[config.mk]
export PLATFORM = sky130hd
export DESIGN_NAME = pcm_top
export DESIGN_NICKNAME = d
export VERILOG_FILES = /design/src/verilog/pcm_pkg.sv /design/src/verilog/pcm_top.sv /design/src/verilog/pcm_guard.sv /design/src/verilog/pcm_periph_clk.sv
export SDC_FILE = /design/constraint.sdc
export NUM_CORES = 1
export LEC_CHECK = 0
export BUFFER_PORTS_ARGS = -buffer_cell sky130_fd_sc_hd__buf_2
export CORE_ASPECT_RATIO = 1.5
export CORE_MARGIN = 10
export CORE_UTILIZATION = 25
export DETAILED_ROUTE_END_ITERATION = 8
export PLACE_DENSITY = 0.49
export SETUP_SLACK_MARGIN = 0.15
export SLEW_MARGIN = 0
export SYNTH_ARGS = -nofsm -noshare
export SYNTH_HDL_FRONTEND = slang
export SYNTH_SLANG_ARGS = --single-unit
[constraint.sdc]
create_clock -name hclk -period 3.8 [get_ports hclk]
set_clock_uncertainty 0.1 [all_clocks]
set_input_delay 0.38 -clock hclk [delete_from_list [all_inputs] [get_ports hclk]]
set_output_delay 0.38 -clock hclk [all_outputs]
set_load 0.005 [all_outputs]
[src/verilog/pcm_pkg.sv]
package pcm_pkg;

  // ----------------------------------------------------------------
  // Register byte offsets
  // ----------------------------------------------------------------
  localparam logic [7:0] OFS_SCER = 8'h00;
  localparam logic [7:0] OFS_SCDR = 8'h04;
  localparam logic [7:0] OFS_SCSR = 8'h08;
  localparam logic [7:0] OFS_MCFR = 8'h24;
  localparam logic [7:0] OFS_FIRST_PLL = 8'h28;
  localparam logic [7:0] OFS_MCKR = 8'h30;
  localparam logic [7:0] OFS_USB = 8'h38;
  localparam logic [7:0] OFS_PCK0 = 8'h40;
  localparam logic [7:0] OFS_PCK1 = 8'h44;
  localparam logic [7:0] OFS_IER = 8'h60;
  localparam logic [7:0] OFS_IDR = 8'h64;
  localparam logic [7:0] OFS_SR = 8'h68;
  localparam logic [7:0] OFS_IMR = 8'h6C;
  localparam logic [7:0] OFS_PUMP = 8'h80;
  localparam logic [7:0] OFS_GUARD_MODE = 8'hE4;
  localparam logic [7:0] OFS_GUARD_REPORT = 8'hE8;
  localparam logic [8:0] OFS_PCTL = 9'h10C;

  // ----------------------------------------------------------------
  // Field positions and constants
  // ----------------------------------------------------------------
  localparam logic [31:0] IRQ_SRC_MASK = 32'h0007030B;
  localparam int BIT_CLOCK_FAIL_EVENT = 18;
  localparam logic [23:0] GUARD_KEY_VALUE = 24'h504D43;
  localparam int GUARD_KEY_LSB = 8;
  localparam int PCTL_INDEX_LSB = 0;
  localparam int PCTL_CMD_BIT = 12;
  localparam int PCTL_DIV_LSB = 16;
  localparam int PCTL_EN_BIT = 28;
  localparam logic [31:0] DIV_CAPABLE = 32'h700FEFEC;
  localparam logic [31:0] RESET_ZERO = 32'h00000000;
  localparam logic [31:0] RESET_FIRST_PLL = 32'h00003F00;
  localparam logic [31:0] RESET_MCKR = 32'h00000001;

  typedef struct packed {
    logic valid;
    logic write;
    logic [8:0] addr;
  } pcm_req_t;

endpackage

[src/verilog/pcm_top.sv]
// Design decisions made here: the placing of the registers and the AHB-Lite interface to the registers.
`timescale 1ns/1ps
// Overview of operation
// Mask register shows enabled sources at bits 0,1,3,8,9,16,17,18.
// Enable writes set mask bits, disable writes clear them, zeros ignored.
// Clock fail event bit sticks until status register read.
// Interrupt output high while any status bit and mask bit both set.
// Software programs pump current field from PLL electrical figures.
// Mode write with enable one and correct key turns guard on.
// Mode write with enable zero and correct key turns guard off.
// Wrong key leaves guard enable unchanged.
// Key field always reads zero.
// Guard covers clock enable/disable, main freq, PLL, master, USB, prog, pump.
// Guarded write leaves register unchanged and counts as violation.
// Violation bit set on violation, held until report read.
// Violation source reports offset of targeted register.
// Reading report clears flag and source.
// Nonzero divisor only for indexes 2,3,5-11,13-19,28-30.
// Divisor codes 0..3 give master clock /1,/2,/4,/8.
// Write mode with enable one turns selected peripheral clock on.
// Write mode with enable zero stops selected peripheral clock.
// Command bit one applies settings; zero only selects for reads.
module pcm_top #(
  parameter int NUM_PERIPH = 32
) (
  input wire logic hclk,
  input wire logic hresetn,
  input wire logic clk_en,
  input wire logic hsel,
  input wire logic [31:0] haddr,
  input wire logic [1:0] htrans,
  input wire logic hwrite,
  input wire logic [2:0] hsize,
  input wire logic [31:0] hwdata,
  input wire logic hready,
  output logic hreadyout,
  output logic hresp,
  output logic [31:0] hrdata,
  input wire logic [31:0] clk_status_in,
  input wire logic clock_fail_detect,
  output logic irq,
  output logic guard_on,
  output logic [31:0] sys_clk_en,
  output logic [31:0] main_freq_cfg,
  output logic [31:0] first_pll_cfg,
  output logic [31:0] master_clock_cfg,
  output logic [31:0] usb_clk_cfg,
  output logic [63:0] prog_clk_cfg,
  output logic [31:0] pump_current_sel,
  output logic [NUM_PERIPH-1:0] periph_en,
  output logic [2*NUM_PERIPH-1:0] periph_div
);
  import pcm_pkg::*;

  // ----------------------------------------------------------------
  // Bus address phase capture
  // ----------------------------------------------------------------
  pcm_req_t req_reg;
  pcm_req_t req_next;
  wire addr_ok = (haddr[31:9] == 23'h0) && (haddr[1:0] == 2'b00);
  assign req_next = '{valid: hsel && hready && htrans[1] && addr_ok,
                      write: hwrite, addr: haddr[8:0]};

  always_ff @(posedge hclk or negedge hresetn) begin
    if (!hresetn) begin
      req_reg <= '0;
    end else if (clk_en) begin
      req_reg <= req_next;
    end
  end

  // Zero wait states keep the slave simple; all answers are OKAY.
  assign hreadyout = 1'b1;
  assign hresp = 1'b0;

  wire wr = req_reg.valid && req_reg.write;
  wire rd = req_reg.valid && !req_reg.write;
  wire hi = req_reg.addr[8];
  wire [7:0] a = req_reg.addr[7:0];
  wire blocked;
  wire [31:0] report_rdata;
  wire [31:0] pctl_rdata;

  // covered write suppressed
  wire wr_ok = wr && !blocked && !hi;
  wire wr_ier = wr_ok && (a == OFS_IER);
  wire wr_idr = wr_ok && (a == OFS_IDR);
  wire rd_sr = rd && !hi && (a == OFS_SR);
  wire wr_pctl = wr && hi && (a == OFS_PCTL[7:0]);

  // ----------------------------------------------------------------
  // Write protection and peripheral clocks
  // ----------------------------------------------------------------
  pcm_guard u_guard (
    .hclk(hclk),
    .hresetn(hresetn),
    .clk_en(clk_en),
    .req(req_reg),
    .wdata(hwdata),
    .guard_on(guard_on),
    .blocked(blocked),
    .report_rdata(report_rdata)
  );

  pcm_periph_clk #(.NUM_PERIPH(NUM_PERIPH)) u_pclk (
    .hclk(hclk),
    .hresetn(hresetn),
    .clk_en(clk_en),
    .wr(wr_pctl),
    .wdata(hwdata),
    .rdata(pctl_rdata),
    .periph_en(periph_en),
    .periph_div(periph_div)
  );

  // ----------------------------------------------------------------
  // Guarded clock configuration registers
  // ----------------------------------------------------------------
  logic [31:0] scsr_reg;
  logic [31:0] mcfr_reg;
  logic [31:0] first_pll_reg;
  logic [31:0] mckr_reg;
  logic [31:0] usb_reg;
  logic [31:0] pck0_reg;
  logic [31:0] pck1_reg;
  logic [31:0] pump_reg;

  // guarded registers
  always_ff @(posedge hclk or negedge hresetn) begin
    if (!hresetn) begin
      scsr_reg <= RESET_ZERO;
      mcfr_reg <= RESET_ZERO;
      first_pll_reg <= RESET_FIRST_PLL;
      mckr_reg <= RESET_MCKR;
      usb_reg <= RESET_ZERO;
      pck0_reg <= RESET_ZERO;
      pck1_reg <= RESET_ZERO;
      pump_reg <= RESET_ZERO;
    end else if (clk_en && wr_ok) begin
      if (a == OFS_SCER) begin
        scsr_reg <= scsr_reg | hwdata;
      end else if (a == OFS_SCDR) begin
        scsr_reg <= scsr_reg & ~hwdata;
      end else if (a == OFS_MCFR) begin
        mcfr_reg <= hwdata;
      end else if (a == OFS_FIRST_PLL) begin
        first_pll_reg <= hwdata;
      end else if (a == OFS_MCKR) begin
        mckr_reg <= hwdata;
      end else if (a == OFS_USB) begin
        usb_reg <= hwdata;
      end else if (a == OFS_PCK0) begin
        pck0_reg <= hwdata;
      end else if (a == OFS_PCK1) begin
        pck1_reg <= hwdata;
      end else if (a == OFS_PUMP) begin
        // only bit 0 of the pump field is stored, upper bits cleared
        pump_reg <= {31'h0, hwdata[0]};
      end
    end
  end

  assign sys_clk_en = scsr_reg;
  assign main_freq_cfg = mcfr_reg;
  assign first_pll_cfg = first_pll_reg;
  assign master_clock_cfg = mckr_reg;
  assign usb_clk_cfg = usb_reg;
  assign prog_clk_cfg = {pck1_reg, pck0_reg};
  assign pump_current_sel = pump_reg;

  // ----------------------------------------------------------------
  // Status, mask and interrupt
  // ----------------------------------------------------------------
  logic [31:0] mask_reg;
  logic [31:0] mask_next;
  logic cfev_reg;

  // set and clear by separate writes
  assign mask_next = wr_ier ? (mask_reg | (hwdata & IRQ_SRC_MASK)) :
                     wr_idr ? (mask_reg & ~hwdata) : mask_reg;

  always_ff @(posedge hclk or negedge hresetn) begin
    if (!hresetn) begin
      mask_reg <= RESET_ZERO;
    end else if (clk_en) begin
      mask_reg <= mask_next;
    end
  end

  // sticky fail event, set beats read clear
  always_ff @(posedge hclk or negedge hresetn) begin
    if (!hresetn) begin
      cfev_reg <= 1'b0;
    end else if (clk_en && clock_fail_detect) begin
      cfev_reg <= 1'b1;
    end else if (clk_en && rd_sr) begin
      cfev_reg <= 1'b0;
    end
  end

  wire [31:0] status = ((clk_status_in & IRQ_SRC_MASK) & ~(32'h1 << BIT_CLOCK_FAIL_EVENT)) |
                       ({31'h0, cfev_reg} << BIT_CLOCK_FAIL_EVENT);

  // level interrupt
  assign irq = |(status & mask_reg);

  // ----------------------------------------------------------------
  // Read data
  // ----------------------------------------------------------------
  // mask readback
  wire [31:0] rmux = hi ? ((a == OFS_PCTL[7:0]) ? pctl_rdata : 32'h0) :
                     (a == OFS_SCSR) ? scsr_reg :
                     (a == OFS_MCFR) ? mcfr_reg :
                     (a == OFS_FIRST_PLL) ? first_pll_reg :
                     (a == OFS_MCKR) ? mckr_reg :
                     (a == OFS_USB) ? usb_reg :
                     (a == OFS_PCK0) ? pck0_reg :
                     (a == OFS_PCK1) ? pck1_reg :
                     (a == OFS_SR) ? status :
                     (a == OFS_IMR) ? (mask_reg & IRQ_SRC_MASK) :
                     (a == OFS_GUARD_MODE) ? {31'h0, guard_on} :
                     (a == OFS_GUARD_REPORT) ? report_rdata : 32'h0;
  assign hrdata = rd ? rmux : 32'h0;

  property p_irq;
    @(posedge hclk) disable iff (!hresetn) irq == |(status & mask_reg);
  endproperty
  a_irq: assert property (p_irq) else $error("irq mismatch");

  property p_ier;
    @(posedge hclk) disable iff (!hresetn)
      (clk_en && wr_ier && hwdata[0]) |=> mask_reg[0];
  endproperty
  a_ier: assert property (p_ier) else $error("enable did not set mask");

  property p_cfev;
    @(posedge hclk) disable iff (!hresetn)
      (clk_en && clock_fail_detect) |=> cfev_reg;
  endproperty
  a_cfev: assert property (p_cfev) else $error("fail event lost");

  property p_guarded;
    @(posedge hclk) disable iff (!hresetn)
      (clk_en && blocked && a == OFS_MCKR) |=> $stable(mckr_reg);
  endproperty
  a_guarded: assert property (p_guarded) else $error("guarded write landed");

  property p_imr_res;
    @(posedge hclk) disable iff (!hresetn) (mask_reg & ~IRQ_SRC_MASK) == 32'h0;
  endproperty
  a_imr_res: assert property (p_imr_res) else $error("reserved mask bit");

  property p_imr_read;
    @(posedge hclk) disable iff (!hresetn)
      (rd && !hi && a == OFS_IMR) |-> ((hrdata & ~IRQ_SRC_MASK) == 32'h0);
  endproperty
  a_imr_read: assert property (p_imr_read) else $error("mask read shows reserved bit");

  property p_ier_all;
    @(posedge hclk) disable iff (!hresetn)
      (clk_en && wr_ier) |=> ((mask_reg & $past(hwdata) & IRQ_SRC_MASK) ==
                              ($past(hwdata) & IRQ_SRC_MASK));
  endproperty
  a_ier_all: assert property (p_ier_all) else $error("enable write missed a bit");

  property p_idr;
    @(posedge hclk) disable iff (!hresetn)
      (clk_en && wr_idr && hwdata[18]) |=> !mask_reg[18];
  endproperty
  a_idr: assert property (p_idr) else $error("disable did not clear mask");

  property p_cfev_clear;
    @(posedge hclk) disable iff (!hresetn)
      (clk_en && rd_sr && !clock_fail_detect) |=> !cfev_reg;
  endproperty
  a_cfev_clear: assert property (p_cfev_clear) else $error("fail event not cleared");

  property p_cfev_hold;
    @(posedge hclk) disable iff (!hresetn)
      (cfev_reg && !(clk_en && rd_sr)) |=> cfev_reg;
  endproperty
  a_cfev_hold: assert property (p_cfev_hold) else $error("fail event dropped early");

  property p_irq_fail;
    @(posedge hclk) disable iff (!hresetn)
      (cfev_reg && mask_reg[BIT_CLOCK_FAIL_EVENT]) |-> irq;
  endproperty
  a_irq_fail: assert property (p_irq_fail) else $error("fail event irq missing");

  property p_guarded_scsr;
    @(posedge hclk) disable iff (!hresetn)
      (clk_en && blocked && (a == OFS_SCER || a == OFS_SCDR)) |=> $stable(scsr_reg);
  endproperty
  a_guarded_scsr: assert property (p_guarded_scsr) else $error("guarded enable landed");

  property p_guarded_pump;
    @(posedge hclk) disable iff (!hresetn)
      (clk_en && blocked && a == OFS_PUMP) |=> $stable(pump_reg);
  endproperty
  a_guarded_pump: assert property (p_guarded_pump) else $error("guarded pump landed");

  property p_open_write;
    @(posedge hclk) disable iff (!hresetn)
      (clk_en && wr && !guard_on && !hi && a == OFS_MCFR) |=> (mcfr_reg == $past(hwdata));
  endproperty
  a_open_write: assert property (p_open_write) else $error("open write lost");
endmodule

[src/verilog/pcm_guard.sv]
`timescale 1ns/1ps
module pcm_guard (
  input wire logic hclk,
  input wire logic hresetn,
  input wire logic clk_en,
  input wire pcm_pkg::pcm_req_t req,
  input wire logic [31:0] wdata,
  output logic guard_on,
  output logic blocked,
  output logic [31:0] report_rdata
);
  import pcm_pkg::*;

  logic guard_on_reg;
  logic viol_reg;
  logic [15:0] src_reg;
  wire wr = req.valid && req.write;
  wire covered = (req.addr[7:0] == OFS_SCER) || (req.addr[7:0] == OFS_SCDR) ||
                 (req.addr[7:0] == OFS_MCFR) || (req.addr[7:0] == OFS_FIRST_PLL) ||
                 (req.addr[7:0] == OFS_MCKR) || (req.addr[7:0] == OFS_USB) ||
                 (req.addr[7:0] == OFS_PCK0) || (req.addr[7:0] == OFS_PCK1) ||
                 (req.addr[7:0] == OFS_PUMP);
  wire is_mode = (req.addr[7:0] == OFS_GUARD_MODE) && !req.addr[8];
  wire rd_report = req.valid && !req.write && (req.addr[7:0] == OFS_GUARD_REPORT) &&
                   !req.addr[8];
  wire key_ok = (wdata[31:GUARD_KEY_LSB] == GUARD_KEY_VALUE);

  // covered write blocked
  assign blocked = wr && guard_on_reg && covered && !req.addr[8];
  assign guard_on = guard_on_reg;
  // key reads zero
  assign report_rdata = {8'h00, src_reg, 7'h00, viol_reg};

  always_ff @(posedge hclk or negedge hresetn) begin
    if (!hresetn) begin
      guard_on_reg <= 1'b0;
    // R7: R8: key-guarded update
    end else if (clk_en && wr && is_mode && key_ok) begin
      guard_on_reg <= wdata[0];
    end
  end

  // R13: R14: violation set wins over read clear
  always_ff @(posedge hclk or negedge hresetn) begin
    if (!hresetn) begin
      viol_reg <= 1'b0;
      src_reg <= 16'h0000;
    end else if (clk_en && blocked) begin
      viol_reg <= 1'b1;
      src_reg <= {8'h00, req.addr[7:0]};
    end else if (clk_en && rd_report) begin
      viol_reg <= 1'b0;
      src_reg <= 16'h0000;
    end
  end

  property p_blocked_sets;
    @(posedge hclk) disable iff (!hresetn) (clk_en && blocked) |=> viol_reg;
  endproperty
  a_blocked_sets: assert property (p_blocked_sets) else $error("violation not set");

  property p_src;
    @(posedge hclk) disable iff (!hresetn)
      (clk_en && blocked) |=> (src_reg[7:0] == $past(req.addr[7:0]));
  endproperty
  a_src: assert property (p_src) else $error("bad violation source");

  property p_read_clear;
    @(posedge hclk) disable iff (!hresetn)
      (clk_en && rd_report && !blocked) |=> (!viol_reg && src_reg == 16'h0000);
  endproperty
  a_read_clear: assert property (p_read_clear) else $error("report not cleared");

  property p_bad_key;
    @(posedge hclk) disable iff (!hresetn)
      (clk_en && wr && is_mode && !key_ok) |=> $stable(guard_on_reg);
  endproperty
  a_bad_key: assert property (p_bad_key) else $error("guard changed on bad key");

  property p_good_key;
    @(posedge hclk) disable iff (!hresetn)
      (clk_en && wr && is_mode && key_ok) |=> (guard_on_reg == $past(wdata[0]));
  endproperty
  a_good_key: assert property (p_good_key) else $error("guard not updated");
endmodule

[src/verilog/pcm_periph_clk.sv]
`timescale 1ns/1ps
module pcm_periph_clk #(
  parameter int NUM_PERIPH = 32
) (
  input wire logic hclk,
  input wire logic hresetn,
  input wire logic clk_en,
  input wire logic wr,
  input wire logic [31:0] wdata,
  output logic [31:0] rdata,
  output logic [NUM_PERIPH-1:0] periph_en,
  output logic [2*NUM_PERIPH-1:0] periph_div
);
  import pcm_pkg::*;

  logic [5:0] sel_reg;
  wire [5:0] idx = wdata[PCTL_INDEX_LSB +: 6];
  wire cmd = wdata[PCTL_CMD_BIT];
  wire [1:0] div_in = wdata[PCTL_DIV_LSB +: 2];
  wire en_in = wdata[PCTL_EN_BIT];
  wire sel_ok = (sel_reg < 6'(NUM_PERIPH));
  wire [4:0] sel5 = sel_reg[4:0];

  always_ff @(posedge hclk or negedge hresetn) begin
    if (!hresetn) begin
      sel_reg <= 6'h00;
    // every write selects
    end else if (clk_en && wr) begin
      sel_reg <= idx;
    end
  end

  genvar g;
  generate
    for (g = 0; g < NUM_PERIPH; g++) begin : g_per
      logic en_reg;
      logic [1:0] div_reg;
      wire hit = clk_en && wr && cmd && (idx == 6'(g));
      always_ff @(posedge hclk or negedge hresetn) begin
        if (!hresetn) begin
          en_reg <= 1'b0;
          div_reg <= 2'h0;
        end else if (hit) begin
          // R18: enable bit drives clock
          en_reg <= en_in;
          // R16: divisor only where capable
          div_reg <= DIV_CAPABLE[g] ? div_in : 2'h0;
        end
      end
      assign periph_en[g] = en_reg;
      assign periph_div[2*g +: 2] = div_reg;
    end
  endgenerate

  assign rdata = sel_ok ? {3'h0, periph_en[sel5], 10'h000, periph_div[2*sel5 +: 2],
                           10'h000, sel_reg} : {26'h0, sel_reg};

  property p_no_div;
    @(posedge hclk) disable iff (!hresetn)
      (clk_en && wr && cmd && idx == 6'h00) |=> (periph_div[1:0] == 2'h0);
  endproperty
  a_no_div: assert property (p_no_div) else $error("divisor on fixed peripheral");

  property p_en;
    @(posedge hclk) disable iff (!hresetn)
      (clk_en && wr && cmd && idx == 6'h02) |=> (periph_en[2] == $past(en_in));
  endproperty
  a_en: assert property (p_en) else $error("enable not applied");
endmodule

==> metrics.cfg <==
[global_routing]
antenna_found_initial=2
grt-ovfl-total=0
grt_pass1_vias=14900
grt_max_degree=109
grt_pass1_wl_mm=110
globalRouteTotalUtil=0.183

[timing]
final-setup-viol-count=0
max_freq_ghz=0.281
worstMarginPinSlew_ns=0.931
tns_ns=0
final.period_utilization=0.935
final-hold-violation-count=0
slew-limit-headroom=0.379
rsz0062_at_grt=yes
whs_ns=0.0194
min_period_ns=3.55
drv_slew=0

[synthesis]
synth-edff-count=0
yosys_register_bits=331
synthCells=1465
yosys.cell_types.count=72
yosys_warnings=0
yosysSeqAreaShare=0.474
avgSynthCellArea_um2=11.9
synth-async-reset-ratio=1.00
synth_flop_cell=dfrtp_1
synth_area_mm2=0.0175

[clock_tree]
clk_latency_ns=0.56
path_clk_slew_ns=0.06
cts_buffers=39
clkSinkCount=331
root_buffer=clkbuf_16
cts_tree=built
cts_htree_levels=2
clock_path_buffers=3

[hold_path]
min_path_type=in2reg
worstHoldStart=haddr[8]

[cells_and_area]
area_growth_syn_to_layout_pct=24.9
drive_above_1_share=0.470
final_util=0.315
final_nets=1961
fillCellCount=7122
final_cell_mix=buf_2 (406), dfrtp_1 (315), mux2_2 (184)
layout_commonest_cell=buf_2

[place]
gp_congestion=0.848
hpwl_mm=57.6
port_buffers=407

[setup_path]
crit_arrival_ns=3.07
path_max_fanout=9
cp-end-kind=output port
r2r_start=a[0]
cp-start-kind=flip-flop
worstSetupPathType=reg2out
cp.required_ns=3.32
crit_start=a[4]

[routing]
drt-total-wl_mm=77.3
vias=13800
drt-met1-wl_mm=28.5
ant_nets=0
drt_iter0_markers=851
highest_layer=met4
wl_per_cell_um=27.8
dr_wl_met3_mm=6.33
first_pass_iters=5
wl_met2_mm=40.0
viasPerCell=4.98
drc=0

[pwr]
p_per_area_mw_per_mm2=372
p_leak_uw=0.0110
ir_drop_mv=0.278

[floorplanning]
die_area_mm2=0.0811
dieHeight_um=344
initial_core_util=0.252
die_w_um=236
ios=496
num_rows=118
core-area_mm2=0.0692

[run_status]
status=complete, no violations

[flow_run]
cap_violations=0

==> path summary, 6_finish.rpt <==
path                                           end  slack [ns]  depth (start not counted)
max                                     hrdata[28]        0.25                          7
min                                             hi        0.02                          3
max reg2reg                            pck1_reg[4]        0.60                          7
min reg2reg                    pump_current_sel[0]        0.41                          1
max in group asynchronous                     a[4]        2.19                          4
min in group asynchronous  u_pclk.g_per[14].en_reg        0.42                          2
==> power breakdown <==
part	leakage (µW)	internal (µW)	total, µW	switching [µW]
combinational	0.00581	164	533	369
clock	0.000644	2410	4000	1590
sequential	0.00454	3540	3590	46.5
==> through the flow <==
| step | cell area [µm²] | setup WS, ns | cells | total power (µW) |
|---|---|---|---|---|
| floorplan | 17700 | 1.26 | 1522 | 3880 |
| global placement | 20200 | 0.476 | 2691 | 4150 |
| detailed placement | 20200 | 0.455 | 2691 | 4160 |
| CTS | 21700 | 0.101 | 2772 | 8240 |
| global route | 21800 | 0.142 | 2781 | 8410 |
| finish | 21800 | 0.246 | 2781 | 8120 |
==> logic make-up after synthesis <==
group	count (synthesis)	synth area share
AND/OR/NAND/NOR	308	0.103
other	2	0.000430
buffers and inverters	211	0.0734
AO/OA/AOI/OAI	260	0.0994
flip-flops	331	0.474
multiplexers	353	0.250
==> routing by layer <==
layer / GRT usage / up-vias
met3: 0.0612 / 110
met4: 0.0629 / 0
li1: - / 6047
met2: 0.330 / 541
met1: 0.196 / 7139
met5: 0 / -
==> what timing repair did <==
| item | 4_1_cts | 5_1_grt |
|---|---|---|
| resized for setup | 7 | 10 |
| hold buffers | 11 | 0 |
| hold endpoints to repair | 112 | 0 |
| buffers inserted | 3 | 7 |
| setup endpoints to repair | 29 | 17 |
| pin swaps | 1 | 1 |
==> cell type report <==
cell class	count	area, µm²	area share
antenna	2	5.00	0.000229
inverter	7	26.3	0.00120
multi-input combinational	980	8220	0.376
tap	900	1130	0.0516
sequential	331	8310	0.380
clock buffer	50	1080	0.0493
timing repair buffer	494	2820	0.129
clock inverter	17	256	0.0117
==> synth_stat cells (13+ instances only) <==
library cell / instances / area (µm²)
a21oi_1: 48 / 240
a22oi_1: 30 / 225
buf_2: 25 / 125
buf_4: 101 / 758
clkbuf_1: 59 / 221
dfrtp_1: 324 / 8110
mux2_1: 20 / 225
mux2_2: 184 / 2070
mux2_4: 90 / 1350
mux2i_1: 49 / 490
nand2_1: 94 / 353
nand3_1: 47 / 235
nand4_1: 20 / 125
nor2_1: 34 / 128
nor3_1: 13 / 65.1
o21ai_0: 81 / 405
o221ai_1: 24 / 210
or3_1: 28 / 175
==> critical path: stages, from the launching register on <==
cell and delay (ns):
dfrtp_2 0.49, or4b_4 0.63, nor4_4 0.29, buf_6 0.21, a32oi_1 0.09, o221a_2 0.28, nor4_2 0.33, buf_2 0.18
No activity file was read; power rests on OpenSTA's default activity.
